$ cat config.mk
export PLATFORM = sky130hd
export DESIGN_NAME = rsr_ctrl
export DESIGN_NICKNAME = d
export VERILOG_FILES = /design/src/inc/rsr_pkg.sv /design/src/verilog/rsr_ctrl.sv
export SDC_FILE = /design/constraint.sdc
export NUM_CORES = 1
export LEC_CHECK = 0
export BUFFER_PORTS_ARGS = -buffer_cell sky130_fd_sc_hd__buf_2
export CORE_UTILIZATION = 55
export DETAILED_ROUTE_END_ITERATION = 12
export PLACE_DENSITY_LB_ADDON = 0.12
export SETUP_SLACK_MARGIN = 0.02
export SYNTH_ARGS = -nofsm -noshare
export SYNTH_HDL_FRONTEND = slang
export SYNTH_SLANG_ARGS = --single-unit
export TNS_END_PERCENT = 1
$ cat constraint.sdc
create_clock -name pclk -period 4.3 [get_ports pclk]
set_input_delay 0.645 -clock pclk [delete_from_list [all_inputs] [get_ports pclk]]
set_output_delay 0.645 -clock pclk [all_outputs]
set_load 0.05 [all_outputs]
$ cat src/inc/rsr_pkg.sv
// Purpose: Constants and types for the reset and stop-mode-recovery controller
// Assumes: 10 MHz pclk; oscillator cycles arrive as a one-cycle enable
// Notes: Register offsets are byte addresses on APB
//
// Operation
// Start system reset on power-on, low supply, enabled watchdog, enabled pin.
// Start system reset when debugger control bit 0 is one.
// In stop mode, recover on watchdog time-out or enabled pin transition.
// Assert low-supply reset whenever supply monitor reports low voltage.
// Hold reset 66 oscillator cycles after oscillator start.
// Hold 5000 oscillator cycles when crystal option is enabled.
// Wait 4 us oscillator start-up before counting hold cycles.
// Power and low-supply resets time only after supply exceeds threshold.
// Stay in reset while pin low; leave on first edge after release.
// External agent holds reset pin low at least four clock periods.
// Pin-caused reset sets external reset cause flag.
// Reset pin is open-drain low indicator during reset or when enabled.
// Internal reset pulls pin low until hold period elapses.
// At reset start all port pins become inputs, pull-ups off.
// During reset idle processor and peripherals, oscillators keep running.
// System reset loads control register defaults; others stay undefined.
// On exit, fetch vector from bytes 0002H and 0003H.
// System reset always selects internal oscillator as clock.
// Stop recovery resets processor, touching only watchdog and oscillator control.
// Debugger reset resets everything except the debugger.
// Debugger reset request bit clears itself during the reset.
// Debugger reset sets power-on cause flag.
// After stop recovery, enable internal oscillator and select it; osc_select_internal clears on return to RSR_RUN.
// Synchronise pin; restart hold counter on new source during hold.
package rsr_pkg;
  // ----------------------------------------
  // Register map
  // ----------------------------------------
  localparam logic [11:0] RSR_OFS_DBG_CTL = 12'h000;
  localparam logic [11:0] RSR_OFS_STATUS = 12'h004;
  localparam logic [11:0] RSR_OFS_CONFIG = 12'h008;
  localparam logic [11:0] RSR_OFS_CLEAR = 12'h00c;
  localparam int RSR_BIT_DBG_RST = 0;
  localparam int RSR_BIT_POR = 7;
  localparam int RSR_BIT_STOP = 6;
  localparam int RSR_BIT_WDT = 5;
  localparam int RSR_BIT_EXT = 4;
  localparam logic [7:0] RSR_STATUS_RESET = 8'h80;
  localparam logic [3:0] RSR_CONFIG_RESET = 4'h0;
  // ----------------------------------------
  // Timing
  // ----------------------------------------
  localparam int RSR_CLK_HZ = 10_000_000;
  localparam int RSR_START_NS = 4000;
  localparam int RSR_START_CYC = (RSR_START_NS * (RSR_CLK_HZ / 1_000_000) + 999) / 1000;
  localparam logic [12:0] RSR_HOLD_SHORT = 13'h0042;
  localparam logic [12:0] RSR_HOLD_XTAL = 13'h1388;
  localparam logic [15:0] RSR_VECTOR_ADDR = 16'h0002;
  // ----------------------------------------
  // Types
  // ----------------------------------------
  typedef enum logic [3:0] {
    RSR_RUN = 4'b0001,
    RSR_START = 4'b0010,
    RSR_HOLD = 4'b0100,
    RSR_PIN_WAIT = 4'b1000
  } rsr_state_t;
  typedef struct packed {
    logic xtal_en;
    logic wdt_reset_opt;
    logic pin_reset_en;
    logic pin_ind_en;
  } rsr_config_t;
endpackage

$ cat src/verilog/rsr_ctrl.sv
// Purpose: Merge reset sources, time reset hold, drive indicator pin, record cause
// Assumes: osc_tick is one pclk pulse per internal oscillator cycle
// Notes: APB slave with zero wait states
//
// The implementer's own choices: the placing of the registers and register access over APB.
`timescale 1ns/100ps
`default_nettype none
module rsr_ctrl (
  input wire logic pclk,
  input wire logic presetn,
  input wire logic psel,
  input wire logic penable,
  input wire logic pwrite,
  input wire logic [11:0] paddr,
  input wire logic [31:0] pwdata,
  output logic [31:0] prdata,
  output logic pready,
  output logic pslverr,
  input wire logic osc_tick,
  input wire logic supply_above_por,
  input wire logic low_supply_detect,
  input wire logic watchdog_timeout,
  input wire logic stop_mode,
  input wire logic recovery_pin_edge,
  input wire logic reset_pin_in,
  output logic reset_pin_out,
  output logic reset_pin_oe,
  output logic sys_reset,
  output logic cpu_reset,
  output logic ports_to_input,
  output logic regs_load_defaults,
  output logic osc_select_internal,
  output logic [15:0] vector_fetch_addr
);
  // ----------------------------------------
  // Register decode
  // ----------------------------------------
  logic dbg_req;
  logic [7:0] cause;
  rsr_pkg::rsr_config_t cfg;
  wire acc = psel && penable;
  wire wr = acc && pwrite;
  wire hit_dbg = paddr == rsr_pkg::RSR_OFS_DBG_CTL;
  wire hit_stat = paddr == rsr_pkg::RSR_OFS_STATUS;
  wire hit_cfg = paddr == rsr_pkg::RSR_OFS_CONFIG;
  wire hit_clr = paddr == rsr_pkg::RSR_OFS_CLEAR;
  wire mapped = hit_dbg || hit_stat || hit_cfg || hit_clr;
  wire [31:0] rd_mux = hit_dbg ? {31'h0, dbg_req} :
    hit_stat ? {24'h0, cause} : hit_cfg ? {28'h0, cfg} : 32'h0;
  // ----------------------------------------
  // Pin synchroniser and sources
  // ----------------------------------------
  logic pin_s1;
  logic pin_s2;
  logic pin_low_q;
  rsr_pkg::rsr_state_t state;
  logic [12:0] cnt;
  logic in_stop_rec;
  wire pin_low = !pin_s2 && cfg.pin_reset_en;
  wire pin_fall = pin_low && !pin_low_q;
  wire power_src = !supply_above_por || low_supply_detect;
  wire wdt_src = watchdog_timeout && cfg.wdt_reset_opt && !stop_mode;
  wire stop_src = stop_mode && (watchdog_timeout || recovery_pin_edge);
  wire dbg_src = dbg_req;
  wire sys_src = power_src || wdt_src || pin_fall || dbg_src;
  wire any_src = sys_src || stop_src;
  wire [12:0] hold_len = cfg.xtal_en ? rsr_pkg::RSR_HOLD_XTAL : rsr_pkg::RSR_HOLD_SHORT;
  wire hold_done = osc_tick && (cnt + 13'h0001 >= hold_len);
  wire in_reset = state != rsr_pkg::RSR_RUN;
  wire stop_rec_now = (state == rsr_pkg::RSR_RUN) ? (any_src && !sys_src) : in_stop_rec;
  rsr_pkg::rsr_state_t next_state;
  always_comb begin
    next_state = state;
    case (state)
      rsr_pkg::RSR_RUN: begin
        if (any_src) begin
          next_state = rsr_pkg::RSR_START;
        end
      end
      rsr_pkg::RSR_START: begin
        if (!power_src && cnt == 13'(rsr_pkg::RSR_START_CYC - 1)) begin
          next_state = rsr_pkg::RSR_HOLD;
        end
      end
      rsr_pkg::RSR_HOLD: begin
        if (power_src) begin
          next_state = rsr_pkg::RSR_START;
        end else if (hold_done) begin
          next_state = pin_low ? rsr_pkg::RSR_PIN_WAIT : rsr_pkg::RSR_RUN;
        end
      end
      rsr_pkg::RSR_PIN_WAIT: begin
        if (power_src) begin
          next_state = rsr_pkg::RSR_START;
        end else if (!pin_low) begin
          next_state = rsr_pkg::RSR_RUN;
        end
      end
      default: begin
        next_state = rsr_pkg::RSR_START;
      end
    endcase
  end
  // ----------------------------------------
  // Sequencer
  // ----------------------------------------
  always_ff @(posedge pclk or negedge presetn) begin
    if (!presetn) begin
      pin_s1 <= 1'b1;
      pin_s2 <= 1'b1;
      pin_low_q <= 1'b0;
    end else begin
      pin_s1 <= reset_pin_in;
      pin_s2 <= pin_s1;
      pin_low_q <= pin_low;
    end
  end
  always_ff @(posedge pclk or negedge presetn) begin
    if (!presetn) begin
      state <= rsr_pkg::RSR_START;
      cnt <= 13'h0000;
      in_stop_rec <= 1'b0;
    end else begin
      state <= next_state;
      if (next_state != state || (state == rsr_pkg::RSR_HOLD && (sys_src || stop_src))) begin
        cnt <= 13'h0000;
      end else if (state == rsr_pkg::RSR_START && power_src) begin
        cnt <= 13'h0000;
      end else if (state == rsr_pkg::RSR_START) begin
        cnt <= cnt + 13'h0001;
      end else if (state == rsr_pkg::RSR_HOLD && osc_tick) begin
        cnt <= cnt + 13'h0001;
      end
      if (state == rsr_pkg::RSR_RUN && any_src) begin
        in_stop_rec <= !sys_src;
      end else if (sys_src) begin
        in_stop_rec <= 1'b0;
      end
    end
  end
  // ----------------------------------------
  // Registers
  // ----------------------------------------
  always_ff @(posedge pclk or negedge presetn) begin
    if (!presetn) begin
      dbg_req <= 1'b0;
      cfg <= rsr_pkg::RSR_CONFIG_RESET;
      cause <= rsr_pkg::RSR_STATUS_RESET;
    end else begin
      if (in_reset && !in_stop_rec) begin
        dbg_req <= 1'b0;
      end else if (wr && hit_dbg) begin
        dbg_req <= pwdata[rsr_pkg::RSR_BIT_DBG_RST];
      end
      if (wr && hit_cfg) begin
        cfg <= pwdata[3:0];
      end
      if (wr && hit_clr) begin
        cause <= cause & ~pwdata[7:0];
      end
      if (state == rsr_pkg::RSR_RUN && any_src) begin
        if (power_src || dbg_src) begin
          cause[rsr_pkg::RSR_BIT_POR] <= 1'b1;
        end
        if (pin_fall) begin
          cause[rsr_pkg::RSR_BIT_EXT] <= 1'b1;
        end
        if (wdt_src || (stop_src && watchdog_timeout)) begin
          cause[rsr_pkg::RSR_BIT_WDT] <= 1'b1;
        end
        if (!sys_src) begin
          cause[rsr_pkg::RSR_BIT_STOP] <= 1'b1;
        end
      end
    end
  end
  // ----------------------------------------
  // Outputs
  // ----------------------------------------
  always_ff @(posedge pclk or negedge presetn) begin
    if (!presetn) begin
      prdata <= 32'h0000_0000;
      pready <= 1'b0;
      pslverr <= 1'b0;
      reset_pin_out <= 1'b0;
      reset_pin_oe <= 1'b1;
      sys_reset <= 1'b1;
      cpu_reset <= 1'b1;
      ports_to_input <= 1'b1;
      regs_load_defaults <= 1'b1;
      osc_select_internal <= 1'b1;
      vector_fetch_addr <= rsr_pkg::RSR_VECTOR_ADDR;
    end else begin
      pready <= psel && !penable;
      pslverr <= psel && !penable && !mapped;
      prdata <= (psel && !penable && !pwrite) ? rd_mux : 32'h0000_0000;
      reset_pin_out <= 1'b0;
      reset_pin_oe <= (next_state inside {rsr_pkg::RSR_START, rsr_pkg::RSR_HOLD}) || cfg.pin_ind_en;
      cpu_reset <= next_state != rsr_pkg::RSR_RUN;
      sys_reset <= (next_state != rsr_pkg::RSR_RUN) && !stop_rec_now;
      ports_to_input <= (next_state != rsr_pkg::RSR_RUN) && !stop_rec_now;
      regs_load_defaults <= (state == rsr_pkg::RSR_RUN) && sys_src;
      if (next_state != rsr_pkg::RSR_RUN) begin
        osc_select_internal <= 1'b1;
      end else begin
        osc_select_internal <= 1'b0;
      end
      vector_fetch_addr <= rsr_pkg::RSR_VECTOR_ADDR;
    end
  end
endmodule
`default_nettype wire
* After elaboration in Yosys (flattened, before gate mapping) *
Index checks and enable logic that the tools add are counted.

storage, ports and cells
  bits in registers = 49
  input bits = 56
  output and inout bits = 57
  logic and storage cells = 120

operators by class
  $add $sub $neg = 1
  order comparisons = 1
  eq/ne operators = 13
  muxes and demuxes = 29
  bitwise logic cells = 2
  reductions and logical operators = 53

operators with widths
  operator                                        number
  two-way mux 13 bit                              5
  two-way mux 4 bit                               9
  two-way mux 8 bit                               4
  == test 12 x 4 -> 1 bit, second input constant  2
  logical AND 1 bit                               24
  case mux 4 bit (4 select lines)                 1
  adder 13 x 1 -> 13 bit, second input constant   1
  == test 13 x 6 -> 1 bit, second input constant  1
  greater-or-equal comparator 13 bit              1
  logical OR 1 bit                                13
  == test 12 x 3 -> 1 bit, second input constant  1
  zero test 12 bit                                1
  zero test 1 bit                                 11
  two-way mux 1 bit                               10
  AND 8 bit                                       1
  == test 4 x 2 -> 1 bit, second input constant   2
  == test 4 x 3 -> 1 bit, second input constant   2
  != test 4 x 1 -> 1 bit, second input constant   2
  inverter 8 bit                                  1
  nonzero test 2 bit                              3
  == test 4 x 1 -> 1 bit, second input constant   1
  == test 4 bit, second input constant            1
  != test 4 bit                                   1
  nonzero test 4 bit                              1

* Depth between registers and ports, before layout *
Gate-level depths: netlist of the first run.

  word-level depth = 11
  gate-level depth with buffers = 14
  gate-level depth less buffers = 12

* Worst setup path before layout of the first run *
OpenSTA, ideal clock, no wires.

  path kind = register to register
  start point = register cnt[0]
  end point = register cnt[1]
  library setup time = 0.127 ns
  arrival = 2.726 ns
  data required time = 4.173 ns
  setup slack = 1.447 ns
  cell stages (with the launch flop) = 13
  path buffers = 2
  clock period less this slack = 2.853 ns
  cells stage by stage = dfrtp_1 buf_6 nand2_1 nor3_1 nand3_1 xnor2_1 ha_1 nand3_1 or4_4 a41o_1 nand3b_4 buf_8 a211oi_2

between the ends
  word-level cells in the longest chain between the ends = 9
  elaborated cells between the ends (all ways) = 16
  those cells by class = add/sub (1); order compare (1); eq/ne (2); mux (8); reduce/logical (4)

RTL lines
  element                                                                    line                                              RTL
  start, declared                                                            rsr_ctrl.sv:57                                    logic [12:0] cnt;
  start signal, assigned                                                     rsr_ctrl.sv:130                                   cnt <= cnt + 13'h0001;
  start signal, assigned                                                     rsr_ctrl.sv:132                                   cnt <= cnt + 13'h0001;
  adder 13 x 1 -> 13 bit                                                     rsr_ctrl.sv:68, rsr_ctrl.sv:130, rsr_ctrl.sv:132
  greater-or-equal comparator 13 bit                                         rsr_ctrl.sv:68                                    wire hold_done = osc_tick && (cnt + 13'h0001 >= hold_len);
  logical AND 1 bit                                                          rsr_ctrl.sv:68
  two-way mux 4 bit                                                          rsr_ctrl.sv:88                                    end else if (hold_done) begin
  two-way mux 4 bit                                                          rsr_ctrl.sv:86                                    if (power_src) begin
  case mux 4 bit (4 select lines)                                            rsr_ctrl.sv:74                                    case (state)
  != test 4 bit                                                              rsr_ctrl.sv:125                                   if (next_state != state || (state == rsr_pkg::RSR_HOLD && (sys_src || stop_src))) begin
  logical OR 1 bit                                                           rsr_ctrl.sv:125
  nonzero test 4 bit (no source line) or two-way mux 13 bit (tied branches)  --

Parallel ways exist; a longest one is shown, timed or not. The select of a mux whose other input is x is not followed.
A chain may end at the register's enable or synchronous reset.

* Final worst setup path of the first run *
  start point = register cnt[2]
  end point = register cnt[10]

Same word-level chain as after synthesis.

==> impl_metrics.py, run 1 <==
metrics = {
    "status": {
        "status": "completed",
    },
    "placed_design": {
        "place_congestion": 0.9046,
        "numPortBuffers": 47,
        "numPlacedInstances": 441,
        "dp_hpwl_microns": 4984,
        "pre_cts_ws_ps": 792.0,
        "dpl-instance-area_sq_um": 3338,
    },
    "logic_synthesis": {
        "synth_area_per_cell_sq_um": 9.770,
        "synthCells": 340,
        "synth_top_cell_by_area": "dfrtp_1",
        "synthArstFlopShare_pct": 100.0,
        "yosysSeqAreaShare_pct": 36.46,
        "ys_ff_latch": 48,
        "synth.top_cell.area_share_pct": 30.13,
        "yosysUniqueCellTypes": 70,
        "yosysWarningCount": 0,
        "synth.cell_area_sq_um": 3322,
        "synth_edf_count": 0,
        "synth_flop_cell": "dfrtp_1",
        "yosys-top-cells-area": "dfrtp_1 (30%), buf_4 (9.9%), dfstp_2 (6.3%), a211oi_2 (3.8%), ha_1 (3.0%)",
    },
    "pwr": {
        "seqPwrFrac_pct": 52.1,
        "leakage_nw": 1.621,
        "powerDensity_nw_per_um2": 260.1,
        "clkPwrFrac_pct": 32.6,
        "switchingPower_uw": 282.1,
        "switching_share_pct": 31.57,
        "ir_drop_mv": 0.1313,
        "total_power_uw": 893.7,
        "p_int_uw": 611.6,
        "pwr-share-comb_pct": 15.3,
    },
    "floorplan": {
        "start_util_pct": 58.53,
        "dieArea_sq_um": 6354,
        "fp.dieH_microns": 79.72,
        "rows": 27,
        "ioPinCount": 113,
        "core_sq_um": 5675,
        "die_width_microns": 79.72,
    },
    "clocking": {
        "numCtsBuffers": 5,
        "cts_resized": 0,
        "cts.clk_slew.worst_paths_ps": 90,
        "cts_tree": "done",
        "cts_max_path_buffers": 2,
        "ctsHoldBuffers": 0,
        "clockRootBuffer": "clkbuf_8",
        "post-cts-setup-buffers": 0,
        "h-tree-depth": 2,
        "clk_latency_ps": 310,
        "clock_sinks": 48,
    },
    "run": {
        "maxCapViolCount": 0,
    },
    "routing": {
        "drtIter0Drc": 183,
        "wire_per_inst_microns": 14.93,
        "dr.pass1.iters": 5,
        "viasPerCell": 5.788,
        "via_count": 2599,
        "antenna_left": 0,
        "routed_wl_microns": 6702,
        "drc": 0,
    },
    "setup_path": {
        "crit_fanout": 12,
        "startpoint_type": "register",
        "cp.required_ps": 4450,
        "crit_path_start": "cnt[2]$_DFFE_PN0P_",
        "critPathBufInv": 0,
        "end_kind": "register",
        "crit_path_end": "cnt[10]$_DFFE_PN0P_",
        "r2r_cells": 10,
        "path_cells": "nand3_4 -> nor3_1 -> nand3_1 -> xnor2_1 -> ha_1 -> nand3_1 -> o41ai_2 -> and4bb_4 -> o211ai_2 -> a211oi_1",
        "crit_cells": 10,
        "rrSetupSlack_ps": 740,
        "crit_top_cell": "nand3_1",
        "r2r-end": "cnt[10]$_DFFE_PN0P_",
        "critPathSlowestCell": "o211ai_2",
        "critPathKind": "register to register",
        "arrival_ps": 3710,
        "max_stage_delay_ps": 650,
        "regToRegStartpoint": "cnt[2]$_DFFE_PN0P_",
        "cp_top_family": "simple AND/OR/NAND/NOR gates",
    },
    "sta": {
        "max_freq_ghz": 0.2811,
        "min_period_ps": 3558,
        "fin_crit_sh_pct": 82.74,
        "timing.final.max_slew_violations": 0,
        "slew_headroom_pct": 31.27,
        "setup_tns_ps": 0,
        "hold_viol": 0,
        "finClkSkew_ps": 10.14,
        "layout_setup_ws_ps": 742.1,
        "rsz0062_at_grt": "false",
        "worstMarginPinSlew_ps": 1031,
        "setup_viol_count_final": 0,
    },
    "global_routing": {
        "grt_pass1_vias": 2336,
        "grt_max_degree": 49,
        "antenna_found_initial": 0,
        "overflow": 0,
        "grt_pass1_wl_microns": 11410,
        "grt.total_usage_pct": 23.49,
    },
    "finish": {
        "fill_cells": 512,
        "diodes": 0,
        "syn_to_final_growth_pct": 3.428,
        "ff_latch_area_sq_um": 1211,
        "nets": 440,
        "final_area_sq_um": 3436,
        "drive_above_1_share_pct": 25.20,
        "fin_cells": 449,
        "multiInputGateArea_sq_um": 1757,
    },
    "worst_hold_path": {
        "hold_class": "register to register",
    },
}
[logic make-up after synthesis]
kind of cell / share of synthesized area [%]
and+or+nand+nor: 22.00
buffers and inverters: 15.07
adders and majority gates: 3.013
AOI/OAI and AO/OA: 19.21
muxes: 1.921
other: 0.2261
xor gates and xnor gates: 2.109
DFF: 36.46
[metrics by stage]
stage / hold slack [ps] / utilization, %
floorplan: 345.2 / -
global placement: 346.3 / 58.82
detailed placement: 347.6 / 58.82
CTS: 360.6 / 60.54
global route: 373.1 / 60.54
finish: 359.1 / 60.54
[Yosys cell counts (6+ instances only)]
library cell	number
a21oi_1	12
ha_1	8
buf_4	44
o21ai_0	12
nor3_1	7
nand2_1	22
nand3_1	10
a211oi_2	10
a22oi_1	8
nor2_1	25
buf_6	8
dfrtp_1	40
dfstp_2	8
nor4_1	10
inv_1	8
and2_1	6
[worst min-delay path by stage]
stage	depth (start not counted)	slack (ps)	start	to
6_report	0	360	pin_s1$_DFF_PN1_	pin_s2$_DFF_PN1_
5_1_grt	0	370	pin_s1$_DFF_PN1_	pin_s2$_DFF_PN1_
4_1_cts	0	360	pin_s1$_DFF_PN1_	pin_s2$_DFF_PN1_
3_5_place_dp	0	350	pin_s1$_DFF_PN1_	pin_s2$_DFF_PN1_
3_3_place_gp	0	350	pin_s1$_DFF_PN1_	pin_s2$_DFF_PN1_
2_1_floorplan	0	350	presetn	cause[0]$_DFFE_PN0P_
[sequential cells by signal, summed over array words and instances (netlist names), 4 cells and up]
| register | count |
|---|---|
| prdata | 8 |
| cause | 8 |
| cfg | 4 |
| state | 4 |
| cnt | 13 |
[power groups by stage]
stage          Clock [mW]  Sequential [mW]  Combinational, mW
2_1_floorplan           0            0.472              0.138
3_3_place_gp            0            0.474              0.136
3_5_place_dp            0            0.474              0.137
4_1_cts             0.297            0.466              0.137
5_1_grt             0.316            0.467              0.147
6_report            0.291            0.466              0.137
[per-layer routing]
metal	wire, microns	vias to the layer above	GRT usage (%)
met1	2997	1235	32.51
met4	79	0	7.455
met5	0	-	0
li1	-	1228	-
met2	3108	128	36.50
met3	517	8	4.914
[final cells by class]
class	count	area share, %
clock buffers	6	2.403
clock inverters	2	0.4370
inverters	8	0.8740
multi-input cells	264	51.13
flip-flops and latches	48	35.25
well taps	72	2.622
repair buffers	49	7.283
[placed cells by master, fill, tap and decap left out, types with 7 or more instances in the layout]
master	instances
buf_2	47
dfstp_2	8
ha_1	8
inv_1	8
nor4_1	10
a22oi_1	8
a21oi_1	12
nand3_1	10
a211oi_2	10
nor3_1	7
conb_1	41
nand2_1	22
o21ai_0	12
nor2_1	25
dfrtp_1	40
Power figures use the tool's default switching activity.
==> run 2: changes to the inputs <==
- CORE_UTILIZATION: 55 -> 51
- clock period: 4.3 -> 3.5 ns (I/O delays scaled with it)
==> run 2 against run 1 <==
Compared with the run above:
- non-clock buffer count up 5
- via count down 1.7%
- sequential power up 22%
- final cell count increased by 2.2%
- utilization shrank 5.3 points
- highest routed layer unchanged
==> impl_metrics.py, run 2 (same netlist as run 1, synthesis figures left out) <==
metrics = {
    "worst_hold_path": {
        "min_to": "pin_s1$_DFF_PN1_",
        "hold_class": "primary input to register",
        "whs_path_depth": 1,
        "hold_start": "reset_pin_in",
    },
    "routing": {
        "viasPerCell": 5.569,
        "dr.pass1.iters": 4,
        "via_count": 2556,
        "wire_per_inst_microns": 15.30,
        "routed_wl_microns": 7021,
        "drtIter0Drc": 189,
        "drc": 0,
        "antenna_left": 0,
    },
    "floorplan": {
        "rows": 29,
        "fp.dieH_microns": 82.71,
        "start_util_pct": 52.62,
        "die_width_microns": 82.71,
        "dieArea_sq_um": 6840,
        "ioPinCount": 113,
        "core_sq_um": 6314,
    },
    "setup_path": {
        "r2r-end": "cnt[12]$_DFFE_PN0P_",
        "r2r_cells": 11,
        "startpoint_type": "register",
        "crit_fanout": 14,
        "regToRegStartpoint": "cnt[0]$_DFFE_PN0P_",
        "critPathKind": "register to register",
        "rrSetupSlack_ps": 320,
        "arrival_ps": 3390,
        "end_kind": "register",
        "cp.required_ps": 3720,
    },
    "global_routing": {
        "overflow": 0,
        "grt_pass1_wl_microns": 11470,
        "grt.total_usage_pct": 22.53,
        "grt_max_degree": 49,
        "grt_pass1_vias": 2256,
        "antenna_found_initial": 0,
    },
    "clocking": {
        "cts_tree": "done",
        "clk_latency_ps": 300,
        "ctsHoldBuffers": 0,
        "cts.clk_slew.worst_paths_ps": 100,
        "cts_max_path_buffers": 2,
        "post-cts-setup-buffers": 0,
        "clock_sinks": 48,
        "clockRootBuffer": "clkbuf_8",
        "h-tree-depth": 2,
        "cts_resized": 0,
        "numCtsBuffers": 5,
    },
    "sta": {
        "worstMarginPinSlew_ps": 1054,
        "setup_tns_ps": 0,
        "finClkSkew_ps": 7.272,
        "slew_headroom_pct": 29.76,
        "hold_viol": 0,
        "setup_viol_count_final": 0,
        "layout_setup_ws_ps": 324.8,
        "fin_crit_sh_pct": 90.72,
        "min_period_ps": 3175,
        "holdWs_ps": 313.3,
        "max_freq_ghz": 0.3149,
        "timing.final.max_slew_violations": 0,
        "rsz0062_at_grt": "false",
    },
    "pwr": {
        "powerDensity_nw_per_um2": 316.8,
        "seqPwrFrac_pct": 51.4,
        "clkPwrFrac_pct": 32.7,
        "switching_share_pct": 31.75,
        "leakage_nw": 1.649,
        "p_int_uw": 753.8,
        "pwr-share-comb_pct": 15.9,
        "switchingPower_uw": 350.6,
        "ir_drop_mv": 0.1737,
    },
    "finish": {
        "largest_reg_flops": 13,
        "syn_to_final_growth_pct": 4.934,
        "diodes": 0,
        "nets": 445,
        "reg_top3": "cnt (13), cause (8), prdata (8)",
        "layout_commonest_cell": "buf_2",
        "drive_above_1_share_pct": 26.44,
        "final_cell_mix": "buf_2 (47), conb_1 (41), dfrtp_1 (40)",
        "regMostFlops": "cnt",
    },
    "status": {
        "status": "completed",
    },
    "placed_design": {
        "pre_cts_ws_ps": 337.0,
        "dp_hpwl_microns": 5140,
        "place_congestion": 0.9007,
        "numPortBuffers": 47,
    },
    "run": {
        "maxCapViolCount": 0,
    },
}
run 2: power by group through the flow:
stage / clock network (mW) / registers [mW] / logic (mW)
after global placement: 0 / 0.578 / 0.174
after CTS: 0.372 / 0.568 / 0.175
after global routing: 0.389 / 0.569 / 0.189
final: 0.361 / 0.568 / 0.175
after detailed placement: 0 / 0.579 / 0.175
after floorplan: 0 / 0.580 / 0.169
run 2: worst max path at each step:
stage | start | endpoint | slack [ps]
finish | cnt[0]$_DFFE_PN0P_ | cnt[12]$_DFFE_PN0P_ | 320
global route | cnt[0]$_DFFE_PN0P_ | cnt[10]$_DFFE_PN0P_ | 50
CTS | cnt[0]$_DFFE_PN0P_ | cnt[12]$_DFFE_PN0P_ | 310
detailed placement | cnt[0]$_DFFE_PN0P_ | cnt[10]$_DFFE_PN0P_ | 340
global placement | cnt[0]$_DFFE_PN0P_ | cnt[12]$_DFFE_PN0P_ | 400
floorplan | cnt[0]$_DFFE_PN0P_ | cnt[1]$_DFFE_PN0P_ | 650
run 2: through the flow:
stage	util, %	power [mW]	instances	cell area, sq um
CTS	55.11	1.116	459	3480
global route	55.21	1.147	459	3486
detailed placement	53.57	0.7535	451	3382
floorplan	-	0.7494	379	3468
finish	55.21	1.104	459	3486
global placement	53.57	0.7527	451	3382
run 2: cell type report:
| class | count | area [sq um] |
|---|---|---|
| Inverter | 8 | 30.03 |
| Sequential cell | 48 | 1211 |
| Timing Repair Buffer | 54 | 287.8 |
| Clock buffer | 6 | 82.58 |
| Tap cell | 77 | 96.34 |
| Multi-Input combinational cell | 264 | 1763 |
| Clock inverter | 2 | 15.01 |
| Fill cell | 590 | 2828 |
run 2: worst max-delay path: stages (launching register included):
cell and delay (ps):
dfrtp_1 530, ha_1 300, nand2_1 90, nor2_1 200, nand3_1 120, xnor2_1 160, ha_1 310, nand3_1 130
or4_4 580, nand4_2 130, nand3_4 240, a211oi_1 280
run 2: layer usage:
layer	up-vias	part of all wire, %	track usage (%)
met1	1231	47	33.20
met5	-	0	0
met3	5	5.2	2.747
met2	88	46	33.85
met4	0	1.2	7.241
li1	1232	-	-
==> run 3: changes to the inputs <==
- CORE_UTILIZATION: 51 -> 50
==> run 3 against run 2 <==
Compared with the run above:
- non-clock buffer count increased by 3
- critical path type unchanged
- highest routed layer unchanged
- combinational power about the same
- global-route usage decreased by 1.0 points
- worst setup slack improved by 12 ps
- final cell count increased by 0.65%
- clock skew decreased by 0.93 ps
- die area increased by 2.0%
- utilization decreased by 0.33 points
- flip-flop and latch count unchanged
- total power decreased by 0.67%
- clock power decreased by 2%
- first-iteration DRC count decreased by 21%
==> impl_metrics.py, run 3 (same netlist as run 1, synthesis figures left out) <==
metrics = {
    "sta": {
        "layout_setup_ws_ps": 336.5,
        "rsz0062_at_grt": "false",
        "min_period_ps": 3164,
        "fin_crit_sh_pct": 90.39,
        "setup_viol_count_final": 0,
        "hold_viol": 0,
        "worstMarginPinSlew_ps": 1032,
        "slew_headroom_pct": 31.22,
        "timing.final.max_slew_violations": 0,
        "setup_tns_ps": 0,
        "finClkSkew_ps": 6.344,
        "max_freq_ghz": 0.3161,
    },
    "finish": {
        "layout_commonest_cell": "buf_2",
        "reg_top3": "cnt (13), cause (8), prdata (8)",
        "utilization_pct": 54.88,
        "fill_cells": 596,
        "syn_to_final_growth_pct": 5.499,
        "diodes": 0,
        "final_area_sq_um": 3505,
        "largest_reg_flops": 13,
        "regMostFlops": "cnt",
        "nets": 448,
        "final_cell_mix": "buf_2 (47), conb_1 (41), dfrtp_1 (40)",
        "drive_above_1_share_pct": 26.75,
    },
    "pwr": {
        "switching_share_pct": 30.84,
        "seqPwrFrac_pct": 51.9,
        "switchingPower_uw": 338.3,
        "ir_drop_mv": 0.2599,
        "total_power_mw": 1.097,
        "leakage_nw": 1.672,
        "clkPwrFrac_pct": 32.1,
        "p_int_uw": 758.7,
        "pwr-share-comb_pct": 16.0,
        "powerDensity_nw_per_um2": 313.0,
    },
    "global_routing": {
        "grt.total_usage_pct": 21.48,
        "overflow": 0,
        "grt_pass1_vias": 2454,
        "grt_pass1_wl_microns": 11960,
        "grt_max_degree": 49,
        "antenna_found_initial": 0,
    },
    "setup_path": {
        "end_kind": "register",
        "arrival_ps": 3330,
        "critPathKind": "register to register",
        "max_stage_delay_ps": 550,
        "crit_fanout": 14,
        "cp.required_ps": 3670,
        "critPathSlowestCell": "dfrtp_1",
        "path_cells": "ha_1 -> nand3_1 -> nor4_1 -> buf_4 -> xor2_1 -> ha_1 -> a21o_1 -> a311oi_1 -> nand4_2 -> nand3_4 -> a211oi_1",
        "crit_top_cell": "ha_1",
        "cp_top_family": "simple AND/OR/NAND/NOR gates",
        "critPathBufInv": 1,
        "startpoint_type": "register",
    },
    "clocking": {
        "cts_tree": "done",
        "post-cts-setup-buffers": 0,
        "cts.clk_slew.worst_paths_ps": 90,
        "clock_sinks": 48,
        "cts_resized": 0,
        "cts_max_path_buffers": 2,
        "ctsHoldBuffers": 0,
        "h-tree-depth": 2,
        "numCtsBuffers": 5,
        "clk_latency_ps": 300,
        "clockRootBuffer": "clkbuf_8",
    },
    "placed_design": {
        "pre_cts_ws_ps": 386.0,
        "place_congestion": 0.8613,
        "dpl-instance-area_sq_um": 3405,
        "numPortBuffers": 47,
        "dp_hpwl_microns": 5392,
    },
    "routing": {
        "routed_wl_microns": 7070,
        "drc": 0,
        "wire_per_inst_microns": 15.30,
        "viasPerCell": 5.600,
        "via_count": 2587,
        "dr.pass1.iters": 4,
        "antenna_left": 0,
        "drtIter0Drc": 150,
    },
    "run": {
        "maxCapViolCount": 0,
    },
    "floorplan": {
        "start_util_pct": 52.02,
        "rows": 29,
        "die_width_microns": 83.51,
        "dieArea_sq_um": 6974,
        "ioPinCount": 113,
        "fp.dieH_microns": 83.51,
        "core_sq_um": 6386,
    },
    "worst_hold_path": {
        "hold_class": "primary input to register",
    },
    "status": {
        "status": "completed",
    },
}
[run 3: routing by layer]
layer | share of wire [%] | global-route usage (%) | vias up
met2 | 45 | 33.61 | 100
met3 | 5.7 | 3.363 | 6
met5 | 0 | 0 | -
met4 | 1.3 | 6.009 | 0
met1 | 48 | 30.98 | 1234
li1 | - | - | 1247
[run 3: per-stage QoR]
stage	instances	hold slack, ps
detailed placement	454	352.7
CTS	462	314.0
global route	462	305.0
global placement	454	346.2
floorplan	379	229.4
finish	462	325.6
[run 3: path summary, 6_finish.rpt]
check	depth (start not counted)	slack [ps]	endpoint	startpoint
min reg2reg	0	360	pin_s2$_DFF_PN1_	pin_s1$_DFF_PN1_
min	1	330	pin_s1$_DFF_PN1_	reset_pin_in
min in group asynchronous	1	390	pslverr$_DFF_PN0_	presetn
max	11	340	cnt[12]$_DFFE_PN0P_	cnt[0]$_DFFE_PN0P_
max reg2reg	11	340	cnt[12]$_DFFE_PN0P_	cnt[0]$_DFFE_PN0P_
max in group asynchronous	1	2460	cnt[4]$_DFFE_PN0P_	presetn
[run 3: worst register-to-register path, stage by stage, from the launching register on]
cell and delay, ps:
dfrtp_1 550, ha_1 280, nand3_1 120, nor4_1 260, buf_4 170, xor2_1 230, ha_1 320, a21o_1 190
a311oi_1 340, nand4_2 180, nand3_4 290, a211oi_1 120
[run 3: layout make-up]
class	count	area, sq um	share of cell area [%]
inverters	8	30.03	0.8568
clock inverters	2	17.52	0.4998
multi-input cells	264	1757	50.12
well taps	77	96.34	2.749
flip-flops and latches	48	1211	34.56
clock buffers	6	82.58	2.356
repair buffers	57	310.3	8.854
[run 3: power by group through the flow]
| stage | Sequential (mW) | Combinational, mW | Clock, mW |
|---|---|---|---|
| finish | 0.569 | 0.176 | 0.352 |
| global route | 0.570 | 0.188 | 0.388 |
| floorplan | 0.580 | 0.169 | 0 |
| detailed placement | 0.580 | 0.174 | 0 |
| CTS | 0.569 | 0.175 | 0.373 |
| global placement | 0.579 | 0.174 | 0 |
